`src/plcls_pkg.sv`:
```
package plcls_pkg;

  // ==========================================================
  // Timing
  // ==========================================================
  // Clock rate in MHz
  localparam int CLK_MHZ              = 125;
  // Latch timeout in microseconds
  localparam int LATCH_TIMEOUT_US     = 500;
  // Off timeout in microseconds
  localparam int OFF_TIMEOUT_US       = 500;
  // Soft-start time in microseconds
  localparam int SOFT_START_US        = 300;
  // Cycle counts derived from the times (longest time, round down)
  localparam int LATCH_TIMEOUT_CYC    = LATCH_TIMEOUT_US * CLK_MHZ;
  localparam int OFF_TIMEOUT_CYC      = OFF_TIMEOUT_US * CLK_MHZ;
  localparam int SOFT_START_CYC       = SOFT_START_US * CLK_MHZ;

  // ==========================================================
  // Edge counts and addresses
  // ==========================================================
  localparam logic [4:0] EDGE_DATA_MIN = 5'h01;
  localparam logic [4:0] EDGE_DATA_MAX = 5'h10;
  localparam logic [4:0] EDGE_ADDR_MIN = 5'h11;
  localparam logic [4:0] EDGE_ADDR_MAX = 5'h15;
  localparam logic [4:0] EDGE_SAT      = 5'h1f;

  // Register addresses
  localparam logic [2:0] ADDR_BACKLIGHT_LEVEL = 3'h0;
  localparam logic [2:0] ADDR_AUX_LEVEL       = 3'h1;
  localparam logic [2:0] ADDR_BACKLIGHT_ONOFF = 3'h2;
  localparam logic [2:0] ADDR_AUX_ONOFF       = 3'h3;
  localparam logic [2:0] ADDR_ALL_ON          = 3'h4;

  // Reset value of every data register
  localparam logic [3:0] REG_RESET = 4'h0;

  // ==========================================================
  // Types
  // ==========================================================
  // Five sink enables, grouped
  typedef struct packed {
    logic backlight_sink_first;
    logic backlight_sink_second;
    logic auxiliary_sink_first;
    logic auxiliary_sink_second;
    logic auxiliary_sink_third;
  } plcls_sinks_s;

  // Analog fault and supply indications
  typedef struct packed {
    logic current_over_limit;
    logic over_temperature;
    logic overvolt_sense_input;
    logic supply_low_lockout;
  } plcls_faults_s;

  // Power sequencing states
  typedef enum logic [1:0] {
    PWR_OFF,
    PWR_SOFT_START,
    PWR_RUN
  } plcls_pwr_e;

endpackage

```
`src/plcls_timer.sv`:
```
`timescale 1ns/100ps
`default_nettype none

// ============================================================
// Level-duration timer: fires once the level stays for LIMIT
// ============================================================
module plcls_timer #(
  parameter int LIMIT = 62500
) (
  // Clock and reset
  input  wire logic clock_in,
  input  wire logic rst_in,
  // Level being timed and restart
  input  wire logic level_in,
  input  wire logic restart_in,
  // One-cycle pulse when LIMIT reached
  output logic      expire_out
);

  localparam int W = $clog2(LIMIT + 1);
  localparam logic [W-1:0] LIM = W'(LIMIT);

  logic [W-1:0] count_q;  // Cycles the level has stood
  logic         done_q;   // Already fired for this stretch

  // Count while level holds; fire once per stretch
  always_ff @(posedge clock_in or posedge rst_in)
  begin
    if (rst_in)
    begin
      count_q    <= '0;
      done_q     <= 1'b0;
      expire_out <= 1'b0;
    end
    else if (!level_in || restart_in)
    begin
      count_q    <= '0;
      done_q     <= 1'b0;
      expire_out <= 1'b0;
    end
    else if (!done_q && count_q == LIM - W'(1))
    begin
      // Saturate; a long stretch fires only once
      count_q    <= LIM;
      done_q     <= 1'b1;
      expire_out <= 1'b1;
    end
    else
    begin
      if (!done_q)
        count_q <= count_q + W'(1);
      expire_out <= 1'b0;
    end
  end

endmodule

`default_nettype wire

```
`src/plcls_core.sv`:
```
`timescale 1ns/100ps
`default_nettype none

module plcls_core
  import plcls_pkg::*;
#(
  parameter int LATCH_CYC = plcls_pkg::LATCH_TIMEOUT_CYC,
  parameter int OFF_CYC   = plcls_pkg::OFF_TIMEOUT_CYC,
  parameter int SS_CYC    = plcls_pkg::SOFT_START_CYC
) (
  // Clock and reset
  input  wire logic                     clock_in,
  input  wire logic                     rst_in,
  // Single control pin
  input  wire logic                     ctrl_pin_in,
  // Analog condition indications
  input  wire plcls_pkg::plcls_faults_s faults_in,
  // Sink enables and levels
  output plcls_pkg::plcls_sinks_s       sinks_on_out,
  output logic [3:0]                    backlight_level_out,
  output logic [3:0]                    auxiliary_level_out,
  output logic [6:0]                    backlight_pct_x2_out,
  output logic [6:0]                    auxiliary_pct_x2_out,
  // Power stage controls
  output logic                          disconnect_en_out,
  output logic                          soft_start_out,
  output logic                          switch_en_out,
  output logic                          shutdown_out
);

  import plcls_pkg::*;

  // ==========================================================
  // Pin synchroniser and edge detect
  // ==========================================================
  logic       sync1_q;    // First stage, read only by second
  logic       sync2_q;    // Stable pin level
  logic       pin_q;      // Delayed level for edge detect
  logic       rise;       // Rising edge this cycle
  logic       latch_hit;  // Latch timeout pulse
  logic       off_hit;    // Off timeout pulse

  // Two-flop synchroniser of the control pin
  always_ff @(posedge clock_in or posedge rst_in)
  begin
    if (rst_in)
    begin
      sync1_q <= 1'b0;
      sync2_q <= 1'b0;
      pin_q   <= 1'b0;
    end
    else
    begin
      sync1_q <= ctrl_pin_in;
      sync2_q <= sync1_q;
      pin_q   <= sync2_q;
    end
  end

  assign rise = sync2_q && !pin_q;

  // ==========================================================
  // Timeouts
  // ==========================================================
  // High time after a burst; restarts on every new edge
  plcls_timer #(.LIMIT(LATCH_CYC)) u_latch_timer (
    .clock_in   (clock_in),
    .rst_in     (rst_in),
    .level_in   (sync2_q),
    .restart_in (rise),
    .expire_out (latch_hit)
  );

  // Low time for shutdown
  plcls_timer #(.LIMIT(OFF_CYC)) u_off_timer (
    .clock_in   (clock_in),
    .rst_in     (rst_in),
    .level_in   (!sync2_q),
    .restart_in (1'b0),
    .expire_out (off_hit)
  );

  // ==========================================================
  // Edge counter
  // ==========================================================
  logic [4:0] edges_q;  // Rising edges in current burst
  logic       shut_q;   // Shutdown state

  // Count edges, saturating so huge bursts stay discardable
  always_ff @(posedge clock_in or posedge rst_in)
  begin
    if (rst_in)
      edges_q <= '0;
    else if (off_hit || latch_hit)
      edges_q <= '0;
    else if (rise && edges_q != EDGE_SAT)
      edges_q <= edges_q + 5'h01;
  end

  // ==========================================================
  // Address and data registers
  // ==========================================================
  logic       addr_valid_q;  // An address latched since shutdown
  logic [2:0] addr_q;        // Selected address
  logic [3:0] bl_level_q;    // Backlight group level
  logic [3:0] aux_level_q;   // Auxiliary group level
  logic [3:0] bl_onoff_q;    // Backlight on/off pattern
  logic [3:0] aux_onoff_q;   // Auxiliary on/off pattern
  logic       all_on_q;      // All-on override selected
  logic       is_addr;       // Latched count is an address
  logic       is_data;       // Latched count is data
  logic [3:0] data_code;     // Count minus one, register code

  assign is_addr = edges_q >= EDGE_ADDR_MIN && edges_q <= EDGE_ADDR_MAX;
  assign is_data = edges_q >= EDGE_DATA_MIN && edges_q <= EDGE_DATA_MAX;
  // Codes 1..16 stored as 0..15 so four bits suffice
  assign data_code = 4'(edges_q - 5'h01);

  // Address latch; kept for repeated data writes
  always_ff @(posedge clock_in or posedge rst_in)
  begin
    if (rst_in)
    begin
      addr_valid_q <= 1'b0;
      addr_q       <= '0;
      all_on_q     <= 1'b0;
    end
    else if (off_hit)
    begin
      addr_valid_q <= 1'b0;
      addr_q       <= '0;
      all_on_q     <= 1'b0;
    end
    else if (latch_hit && is_addr)
    begin
      // Count 17 is address 0, one per extra edge
      addr_valid_q <= 1'b1;
      addr_q       <= 3'(edges_q - EDGE_ADDR_MIN);
      // No data burst needed for the all-on address
      all_on_q     <= (3'(edges_q - EDGE_ADDR_MIN)
                       == ADDR_ALL_ON);
    end
    // Counts above 21 and zero fall through untouched
  end

  // Data write to the currently selected register
  always_ff @(posedge clock_in or posedge rst_in)
  begin
    if (rst_in)
    begin
      bl_level_q  <= REG_RESET;
      aux_level_q <= REG_RESET;
      bl_onoff_q  <= REG_RESET;
      aux_onoff_q <= REG_RESET;
    end
    else if (off_hit)
    begin
      bl_level_q  <= REG_RESET;
      aux_level_q <= REG_RESET;
      bl_onoff_q  <= REG_RESET;
      aux_onoff_q <= REG_RESET;
    end
    else if (latch_hit && is_data && addr_valid_q)
    begin
      case (addr_q)
        ADDR_BACKLIGHT_LEVEL: bl_level_q  <= data_code;
        ADDR_AUX_LEVEL:       aux_level_q <= data_code;
        ADDR_BACKLIGHT_ONOFF: bl_onoff_q  <= data_code;
        ADDR_AUX_ONOFF:       aux_onoff_q <= data_code;
        default:              ;  // All-on address takes no data
      endcase
    end
  end

  // ==========================================================
  // Shutdown and power sequencing
  // ==========================================================
  plcls_pwr_e pwr_q;      // Power sequencing state
  logic [$clog2(SS_CYC+1)-1:0] ss_cnt_q;  // Soft-start cycles
  logic       lockout;    // Supply too low
  logic       fault_stop; // Current, temperature or overvoltage stop

  assign lockout    = faults_in.supply_low_lockout;
  // Comparators carry their own hysteresis; fault level is not latched
  assign fault_stop = faults_in.current_over_limit
                    || faults_in.over_temperature
                    || faults_in.overvolt_sense_input;

  // Shutdown flag: set on long low, left when pin is high and supply not locked out
  always_ff @(posedge clock_in or posedge rst_in)
  begin
    if (rst_in)
      shut_q <= 1'b1;
    else if (off_hit)
      shut_q <= 1'b1;
    else if (sync2_q && !lockout)
      shut_q <= 1'b0;
  end

  // Off, soft-start, run sequence
  always_ff @(posedge clock_in or posedge rst_in)
  begin
    if (rst_in)
    begin
      pwr_q    <= PWR_OFF;
      ss_cnt_q <= '0;
    end
    else if (lockout || off_hit)
    begin
      pwr_q    <= PWR_OFF;
      ss_cnt_q <= '0;
    end
    else
    begin
      case (pwr_q)
        PWR_OFF:
        begin
          ss_cnt_q <= '0;
          if (sync2_q)
            pwr_q <= PWR_SOFT_START;
        end
        PWR_SOFT_START:
        begin
          if (ss_cnt_q == ($clog2(SS_CYC+1))'(SS_CYC - 1))
            pwr_q <= PWR_RUN;
          else
            ss_cnt_q <= ss_cnt_q + 1'b1;
        end
        PWR_RUN:
          pwr_q <= PWR_RUN;
        default:
          pwr_q <= PWR_OFF;
      endcase
    end
  end

  // ==========================================================
  // Output decode
  // ==========================================================
  plcls_sinks_s sinks_d;  // Next sink enables

  // Sink pattern decode
  always_comb
  begin
    sinks_d = '0;
    // Backlight: code1 off, 2 second, 3 first, 4 both
    case (bl_onoff_q)
      4'h1: sinks_d.backlight_sink_second = 1'b1;
      4'h2: sinks_d.backlight_sink_first  = 1'b1;
      4'h3:
      begin
        sinks_d.backlight_sink_first  = 1'b1;
        sinks_d.backlight_sink_second = 1'b1;
      end
      default: ;
    endcase
    // Auxiliary: stored codes 0..7 are the binary pattern, higher codes all off
    if (aux_onoff_q <= 4'h7)
    begin
      sinks_d.auxiliary_sink_first  = aux_onoff_q[2];
      sinks_d.auxiliary_sink_second = aux_onoff_q[1];
      sinks_d.auxiliary_sink_third  = aux_onoff_q[0];
    end
    if (all_on_q)
      sinks_d = '1;
    if (shut_q || pwr_q != PWR_RUN)
      sinks_d = '0;
  end

  // Registered outputs
  always_ff @(posedge clock_in or posedge rst_in)
  begin
    if (rst_in)
    begin
      sinks_on_out         <= '0;
      backlight_level_out  <= '0;
      auxiliary_level_out  <= '0;
      backlight_pct_x2_out <= '0;
      auxiliary_pct_x2_out <= '0;
      disconnect_en_out    <= 1'b0;
      soft_start_out       <= 1'b0;
      switch_en_out        <= 1'b0;
      shutdown_out         <= 1'b1;
    end
    else
    begin
      sinks_on_out         <= sinks_d;
      backlight_level_out  <= bl_level_q;
      auxiliary_level_out  <= aux_level_q;
      backlight_pct_x2_out <= pct2_of(bl_level_q);
      auxiliary_pct_x2_out <= pct2_of(aux_level_q);
      // Over temperature opens the input switch as well
      disconnect_en_out    <= pwr_q != PWR_OFF
                              && !faults_in.over_temperature;
      soft_start_out       <= pwr_q == PWR_SOFT_START;
      switch_en_out        <= pwr_q == PWR_RUN && !fault_stop
                              && !shut_q;
      shutdown_out         <= shut_q;
    end
  end

  // Percent times two: 100,84..15 then 13.5,12,10.5,9
  function automatic logic [7:0] pct2_full(input logic [3:0] code);
    logic [7:0] v;
    case (code)
      4'h0: v = 8'hc8;
      4'h1: v = 8'ha8;
      4'h2: v = 8'h8e;
      4'h3: v = 8'h78;
      4'h4: v = 8'h66;
      4'h5: v = 8'h56;
      4'h6: v = 8'h46;
      4'h7: v = 8'h3e;
      4'h8: v = 8'h34;
      4'h9: v = 8'h2a;
      4'ha: v = 8'h24;
      4'hb: v = 8'h1e;
      4'hc: v = 8'h1b;
      4'hd: v = 8'h18;
      4'he: v = 8'h15;
      default: v = 8'h12;
    endcase
    return v;
  endfunction

  // Halved to seven bits: percent rounded down
  function automatic logic [6:0] pct2_of(input logic [3:0] code);
    logic [7:0] v;
    v = pct2_full(code);
    return v[7:1];
  endfunction

endmodule

`default_nettype wire

```
`config.mk`:
```
export PLATFORM = sky130hd
export DESIGN_NAME = plcls_core
export DESIGN_NICKNAME = d
export VERILOG_FILES = /design/src/plcls_pkg.sv /design/src/plcls_timer.sv /design/src/plcls_core.sv
export SDC_FILE = /design/constraint.sdc
export NUM_CORES = 1
export LEC_CHECK = 0
export BUFFER_PORTS_ARGS = -buffer_cell sky130_fd_sc_hd__buf_4
export CAP_MARGIN = 10
export CELL_PAD_IN_SITES_DETAIL_PLACEMENT = 1
export CELL_PAD_IN_SITES_GLOBAL_PLACEMENT = 1
export CORE_MARGIN = 1.5
export CORE_UTILIZATION = 40
export CTS_CLUSTER_SIZE = 16
export DETAILED_ROUTE_END_ITERATION = 8
export PLACE_DENSITY_LB_ADDON = 0.1
export SKIP_LAST_GASP = 1
export SYNTH_ARGS = -nofsm -noshare
export SYNTH_HDL_FRONTEND = slang
export SYNTH_HIERARCHICAL = 1
export SYNTH_SLANG_ARGS = --single-unit
```
`constraint.sdc`:
```
create_clock -name clock_in -period 2.9 [get_ports clock_in]
set_clock_uncertainty 0.1 [all_clocks]
set_input_delay 0.58 -clock clock_in [delete_from_list [all_inputs] [get_ports clock_in]]
set_output_delay 0.58 -clock clock_in [all_outputs]
set_load 0.01 [all_outputs]
```
==> results_dict.tcl, run 1 <==
set metrics [dict create \
    first_global_vias 4192 \
    totalWireLength_mm 12.3 \
    cts_tree "done" \
    reg2reg_from "edges_q[0]$_DFFE_PP0P_" \
    critPathKind "flip-flop to flip-flop" \
    period_minus_slack_ps 2280 \
    antenna_cells 0 \
    synth_top_area_cell "dfrtp_1" \
    use_met1 0.248 \
    max-cap-violations 0 \
    grt_usage 0.189 \
    tightest_slew_ps 933 \
    status "complete, no violations" \
    use_met2 0.297 \
    grt_max_degree 33 \
    fmax_mhz 438 \
    synth_most_common_cell "dfrtp_1" \
    synth_top_area_frac 0.520 \
    syn_avg_cell_area_um2 10.3 \
    clockRootBuffer "clkbuf_16" \
    switchingPower_mw 1.23 \
    finalNetCount 598 \
    relSlewSlack 0.375 \
    use_met3 0.0561 \
    die_h_um 120 \
    dieArea_mm2 0.0143 \
    yosys-top-cells-count "113 x dfrtp_1, 51 x nor2_1, 43 x nand2_1, 41 x a21oi_1, 22 x xnor2_1" \
    clk_path_buf_depth 2 \
    syn-cell-area_mm2 0.00544 \
    ant_nets 0 \
    n_fill_cell 1479 \
    first_pass_iters 4 \
    rsz0062_at_grt "false" \
    cts_setup_buffers 0 \
    fin_area_mm2 0.00649 \
    finalCritPeriodShare 0.788 \
    io_buffers 37 \
    vias_per_cell 5.29 \
    boundaryPins 38 \
    grt_overflow 0 \
    dp_hpwl_mm 8.44 \
    async_flop_share 1.00 \
    ir_drop_mv 0.471 \
    synth_area_leaders "dfrtp_1 52%, ha_1 3.9%, a21oi_1 3.8%, xnor2_1 3.5%, nor2_1 3.5%" \
    sw_frac_of_total 0.276 \
    slew_violations 0 \
    netlist_instances 530 \
    cts_resized 0 \
    grt_pass1_wl_mm 21.2 \
    num_rows 42 \
    synth-seq-cells 115 \
    gp_congestion 0.769 \
    clk_pin_slew_worst_paths_ps 50 \
    die_w_um 120 \
    wl_per_cell_um 16.2 \
    hold_class "input pin to async pin" \
    clock_latency_ps 420 \
    critPathCaptureType "flip-flop" \
    pwr-share-comb 0.149 \
    route.detailed.drc 0 \
    hold_viol_final 0 \
    ctsHoldBuffers 0 \
    synth-edff-count 0 \
    ys_types 51 \
    htreeDepth 4 \
    worst_setup_path_start_kind "flip-flop" \
    whs_ps 123 \
    yosysSeqAreaShare 0.529 \
    drt_iter0_markers 219 \
    worstPathArrival_ps 2490 \
    grt_busiest_layer "met2" \
    postPlaceCellArea_mm2 0.00592 \
    power.leakage_nw 2.77 \
    clock_sinks 115 \
    seqPwrFrac 0.399 \
    drive_above_1_share 0.152 \
    start_util 0.411 \
    p_per_area_mw_per_mm2 687 \
    p_clk_frac 0.452 \
    numCtsBuffers 17 \
    p_int_mw 3.22 \
    crit_start "edges_q[0]$_DFFE_PP0P_" \
    syn_to_final_growth_pct 19.3 \
    antenna_found_initial 0 \
    worst_slack_ps 616 \
    worstPathRequired_ps 3110 \
    core_area_mm2 0.0132 \
    yosys_warnings 6 \
    synthFlopType "dfrtp_1" \
    crit_fanout 13 \
    routed-via-count 4038 \
    setup_tns_ps 0 \
    setup_viol_count_final 0 \
    place_ws_ps 562 \
]
cells in the final DEF (no fill, tap or decap), drive strengths merged, types with 8 or more instances in the layout:
cell type  synthesis  layout
dfrtp            113     113
nor2              51      51
nand2             43      43
buf                5      42
a21oi             41      41
clkbuf            13      27
xnor2             22      22
nand3             20      20
o21ai             20      20
nor3              18      18
ha                17      17
inv               17      16
mux2i             15      15
or3               13      13
a211oi            12      12
xor2              11      11
nand4             11      11
nor4              10      10
nor2b              8       8
nand2b             8       8
nor3b              8       8
routing by layer:
| metal | vias to the layer above | routed length, um | share of wire |
|---|---|---|---|
| met1 | 2023 | 5930 | 0.48 |
| met5 | - | 0 | 0 |
| met3 | 9 | 391 | 0.032 |
| met4 | 0 | 138 | 0.011 |
| li1 | 1964 | - | - |
| met2 | 42 | 5880 | 0.48 |
cell type report:
class / count / area, um2 / share of cell area
Tap cell: 176 / 220 / 0.0339
Clock inverter: 5 / 50.0 / 0.00771
Inverter: 18 / 68.8 / 0.0106
Sequential cell: 115 / 2880 / 0.444
Timing Repair Buffer: 42 / 328 / 0.0505
Multi-Input combinational cell: 380 / 2420 / 0.373
Clock buffer: 27 / 523 / 0.0806
state kept, by name, indices dropped and copies added (netlist names), 2 cells and up:
| name | cells |
|---|---|
| u_off_timer/count_q | 16 |
| aux_onoff_q | 4 |
| u_latch_timer/count_q | 16 |
| ss_cnt_q | 16 |
| aux_level_q | 4 |
| backlight_pct_x2_out | 7 |
| pwr_q | 2 |
| addr_q | 3 |
| backlight_level_out | 4 |
| auxiliary_level_out | 4 |
| auxiliary_pct_x2_out | 7 |
| bl_onoff_q | 4 |
| edges_q | 5 |
| bl_level_q | 4 |
| sinks_on_out | 5 |
kinds of logic (layout without fill, tap and decap cells):
logic type,count (synthesis),after routing,synth area share
AOI/OAI and AO/OA,95,95,0.108
xor gates and xnor gates,33,33,0.0531
adders and majority gates,17,17,0.0391
buffers and inverters,36,92,0.0267
DFF,115,115,0.529
muxes,16,16,0.0297
other,1,2,0.000689
and+or+nand+nor,217,217,0.214
stage by stage:
step / utilization / total power, mW / cells
floorplan: - / 2.27 / 531
global placement: 0.447 / 2.45 / 731
detailed placement: 0.447 / 2.49 / 731
CTS: 0.490 / 4.53 / 763
global route: 0.490 / 4.69 / 763
finish: 0.490 / 4.46 / 763
final timing paths:
kind | endpoint | slack [ps] | cells past startpoint
max | bl_onoff_q[2]$_DFFE_PP0P_ | 620 | 6
min in group clock_in | sync1_q$_DFF_PP0_ | 170 | 1
min | sync1_q$_DFF_PP0_ | 120 | 2
min reg2reg | sync2_q$_DFF_PP0_ | 250 | 0
max reg2reg | bl_onoff_q[2]$_DFFE_PP0P_ | 620 | 6
max in group asynchronous | auxiliary_pct_x2_out[5]$_DFF_PP0_ | 1920 | 3
power groups by stage:
stage | logic [mW] | clock network, mW | registers [mW]
3_3_place_gp | 0.651 | 0 | 1.80
6_report | 0.665 | 2.01 | 1.78
4_1_cts | 0.685 | 2.07 | 1.78
2_1_floorplan | 0.519 | 0 | 1.75
5_1_grt | 0.754 | 2.14 | 1.79
3_5_place_dp | 0.681 | 0 | 1.81
worst max-delay path, cell delays in order (launching register included):
cell and delay (ps):
dfrtp_1 570, inv_1 120, ha_1 270, nand4bb_1 110
o211ai_1 380, and2_1 350, a211oi_1 270
Note: power is estimated with default switching activity, not from simulation.
==> run 2: changes to the inputs <==
--- a/config.mk
+++ b/config.mk
@@ -5,6 +5,7 @@
 export SDC_FILE = /design/constraint.sdc
 export NUM_CORES = 1
 export LEC_CHECK = 0
+export ABC_AREA = 1
 export BUFFER_PORTS_ARGS = -buffer_cell sky130_fd_sc_hd__buf_4
 export CAP_MARGIN = 10
 export CELL_PAD_IN_SITES_DETAIL_PLACEMENT = 1
==> constraint.sdc (replaced) <==
create_clock -name clock_in -period 2.19 [get_ports clock_in]
set_clock_uncertainty 0.1 [all_clocks]
set_input_delay 0.438 -clock clock_in [delete_from_list [all_inputs] [get_ports clock_in]]
set_output_delay 0.438 -clock clock_in [all_outputs]
set_load 0.01 [all_outputs]
==> run 2 against run 1 <==
Clock power up 41%. Register-to-register slack worse by 360 ps. Sequential power rose by 29%. Via count rose by 31%. First-iteration DRC count up 1.4%. Flip-flop and latch count stayed put. Clock-buffer cell count decreased by 10. Hold slack worse by 64 ps. Die area up 12%. Critical endpoint is now bl_level_q[1]$_DFFE_PP0P_.
==> results_dict.tcl, run 2 <==
set metrics [dict create \
    syn_avg_cell_area_um2 7.89 \
    critPathCaptureType "flip-flop" \
    cp_slowest_stage_delay_ps 440 \
    period_minus_slack_ps 1930 \
    worst_path_most_repeated_cell "nand2_1" \
    relSlewSlack 0.501 \
    worstPathArrival_ps 2200 \
    finalNetCount 859 \
    dieArea_mm2 0.0160 \
    hold_class "input pin to flip-flop" \
    synth.net_count 798 \
    cp_slowest_cell "dfrtp_1" \
    mostFrequentLayoutCells "209 x nand2_1, 113 x dfrtp_1, 86 x nor2_1, 79 x inv_1, 75 x nand3_1" \
    synth_area_leaders "dfrtp_1 46%, nand2_1 13%, nand3_1 6.1%, nor2_1 5.3%, inv_1 4.9%" \
    setup_tns_ps 0 \
    cts_tree "done" \
    first_pass_iters 6 \
    layout_commonest_cell "nand2_1" \
    final_core_util 0.495 \
    power.leakage_nw 3.38 \
    num_rows 44 \
    status "complete, no violations" \
    netlist_instances 774 \
    wl_per_cell_um 15.3 \
    start_util 0.415 \
    largestRegisters "ss_cnt_q: 16 flops, u_latch_timer/count_q: 16 flops, u_off_timer/count_q: 16 flops" \
    worstPathRequired_ps 2460 \
    synth_most_common_cell "nand2_1" \
    synth_top_area_cell "dfrtp_1" \
    dp_hpwl_mm 11.7 \
    ant_nets 0 \
    clock_latency_ps 430 \
    postPlaceCellArea_mm2 0.00665 \
    power_mw 5.99 \
    boundaryPins 38 \
    worst_setup_path_start_kind "flip-flop" \
    fmax_mhz 517 \
    synthAdderAreaFrac 0.0348 \
    synth-compound-area-share 0.0674 \
    n_fill_cell 1766 \
    antenna_found_initial 0 \
    ir_drop_mv 0.598 \
    drt_iter0_markers 222 \
    multi_input_area_mm2 0.00279 \
    route.detailed.drc 0 \
    max-cap-violations 0 \
    setup_viol_count_final 0 \
    cp.depth 10 \
    grt_max_degree 43 \
    slew_violations 0 \
    totalWireLength_mm 15.8 \
    p_per_area_mw_per_mm2 824 \
    syn_to_final_growth_pct 19.1 \
    async_flop_share 1.00 \
    yosys.area_share.simple 0.332 \
    r2r.worst_path.cells 10 \
    clockRootBuffer "clkbuf_16" \
    die_h_um 127 \
    cp_top_family "simple AND/OR/NAND/NOR gates" \
    routed-via-count 5289 \
    numCtsBuffers 17 \
    rsz0062_at_grt "false" \
    syn-cell-area_mm2 0.00610 \
    tightest_slew_ps 748 \
    ys_types 39 \
    hold_viol_final 0 \
    cts_resized 0 \
    finalCritPeriodShare 0.883 \
    grt_pass1_wl_mm 27.2 \
    clock_sinks 115 \
    grt_usage 0.213 \
    vias_per_cell 5.13 \
    grt_overflow 0 \
    yosysSeqAreaShare 0.472 \
    drive_above_1_share 0.173 \
    die_w_um 127 \
    critPathKind "flip-flop to flip-flop" \
    core_area_mm2 0.0147 \
    seqCellArea_mm2 0.00288 \
    first_global_vias 5661 \
    critPathBufInv 1 \
    io_buffers 37 \
    gp_congestion 0.827 \
    yosys-top-cells-count "209 x nand2_1, 113 x dfrtp_1, 86 x nor2_1, 80 x inv_1, 75 x nand3_1" \
    synth_top_family_by_area "simple AND/OR/NAND/NOR gates" \
    clk_path_buf_depth 2 \
    clk_pin_slew_worst_paths_ps 60 \
    yosys_warnings 6 \
    antenna_cells 0 \
    htreeDepth 4 \
    synth-edff-count 0 \
    synth-seq-cells 115 \
    worstPathCellList "inv_1, ha_1, nand3_1, nand2_1, nand3_1, nor2_2, nand2_2, nand2_1, nand2_1, nand2_1" \
    fin_area_mm2 0.00727 \
    synth_mux_area_frac 0 \
    crit_fanout 10 \
    synth-xor-area-share 0.0215 \
    synthFlopType "dfrtp_1" \
    min_path_cells 2 \
    synth_top_area_frac 0.463 \
]
[run 2: cell types whose count changed after synthesis, moves of 15 or more]
cell,change
xnor2_1,-17
nand3_1,+56
nand2_1,+166
mux2i_1,-15
nor2_2,+19
a21oi_1,-26
nor2_1,+35
inv_1,+63
[run 2: area by class of cell]
| cell class | instances | share of cell area |
|---|---|---|
| flip-flops and latches | 115 | 0.396 |
| clock inverters | 15 | 0.0237 |
| multi-input cells | 554 | 0.383 |
| inverters | 93 | 0.0485 |
| clock buffers | 17 | 0.0585 |
| repair buffers | 54 | 0.0582 |
| well taps | 184 | 0.0317 |
[run 2: worst paths after layout]
kind,startpoint,end,slack (ps)
worst min-delay path,faults_in[2],disconnect_en_out$_DFF_PP0_,60
max in group asynchronous,rst_in,shutdown_out$_DFF_PP1_,860
worst min register to register,sync1_q$_DFF_PP0_,sync2_q$_DFF_PP0_,250
min in group asynchronous,rst_in,sync1_q$_DFF_PP0_,500
worst max register to register,edges_q[0]$_DFFE_PP0P_,bl_level_q[1]$_DFFE_PP0P_,260
worst max-delay path,edges_q[0]$_DFFE_PP0P_,bl_level_q[1]$_DFFE_PP0P_,260
[run 2: kinds of logic (layout without fill, tap and decap cells)]
kind of cell	Yosys count	in the layout
adder cells (fa/ha/maj)	17	17
AND/OR/NAND/NOR	453	453
other	1	1
AO/OA/AOI/OAI	68	68
buffers and inverters	105	179
XOR/XNOR	15	15
flip-flops	115	115
[run 2: metrics by stage]
stage / setup WS, ps / cells / hold WS, ps
finish: 256 / 1032 / 59.0
global route: 83.5 / 1032 / 51.3
CTS: 243 / 1032 / 45.3
detailed placement: 262 / 998 / 239
global placement: 367 / 998 / 237
floorplan: 331 / 774 / 231
[run 2: metal layers]
metal / up-vias / routed length [um] / global-route usage
li1: 2597 / - / -
met1: 2600 / 7270 / 0.271
met2: 67 / 7770 / 0.362
met3: 25 / 481 / 0.0422
met4: 0 / 263 / 0.0737
met5: - / 0 / 0
[run 2: power by group]
part           total (mW)  switching (mW)  internal [mW]
Sequential           2.30          0.0854           2.21
Combinational       0.864           0.600          0.263
Clock                2.83            1.13           1.71
[run 2: what timing repair did]
action                    in CTS  in global routing
hold buffers                   2                  0
hold endpoints to repair      19                  0
buffers inserted               0                  0
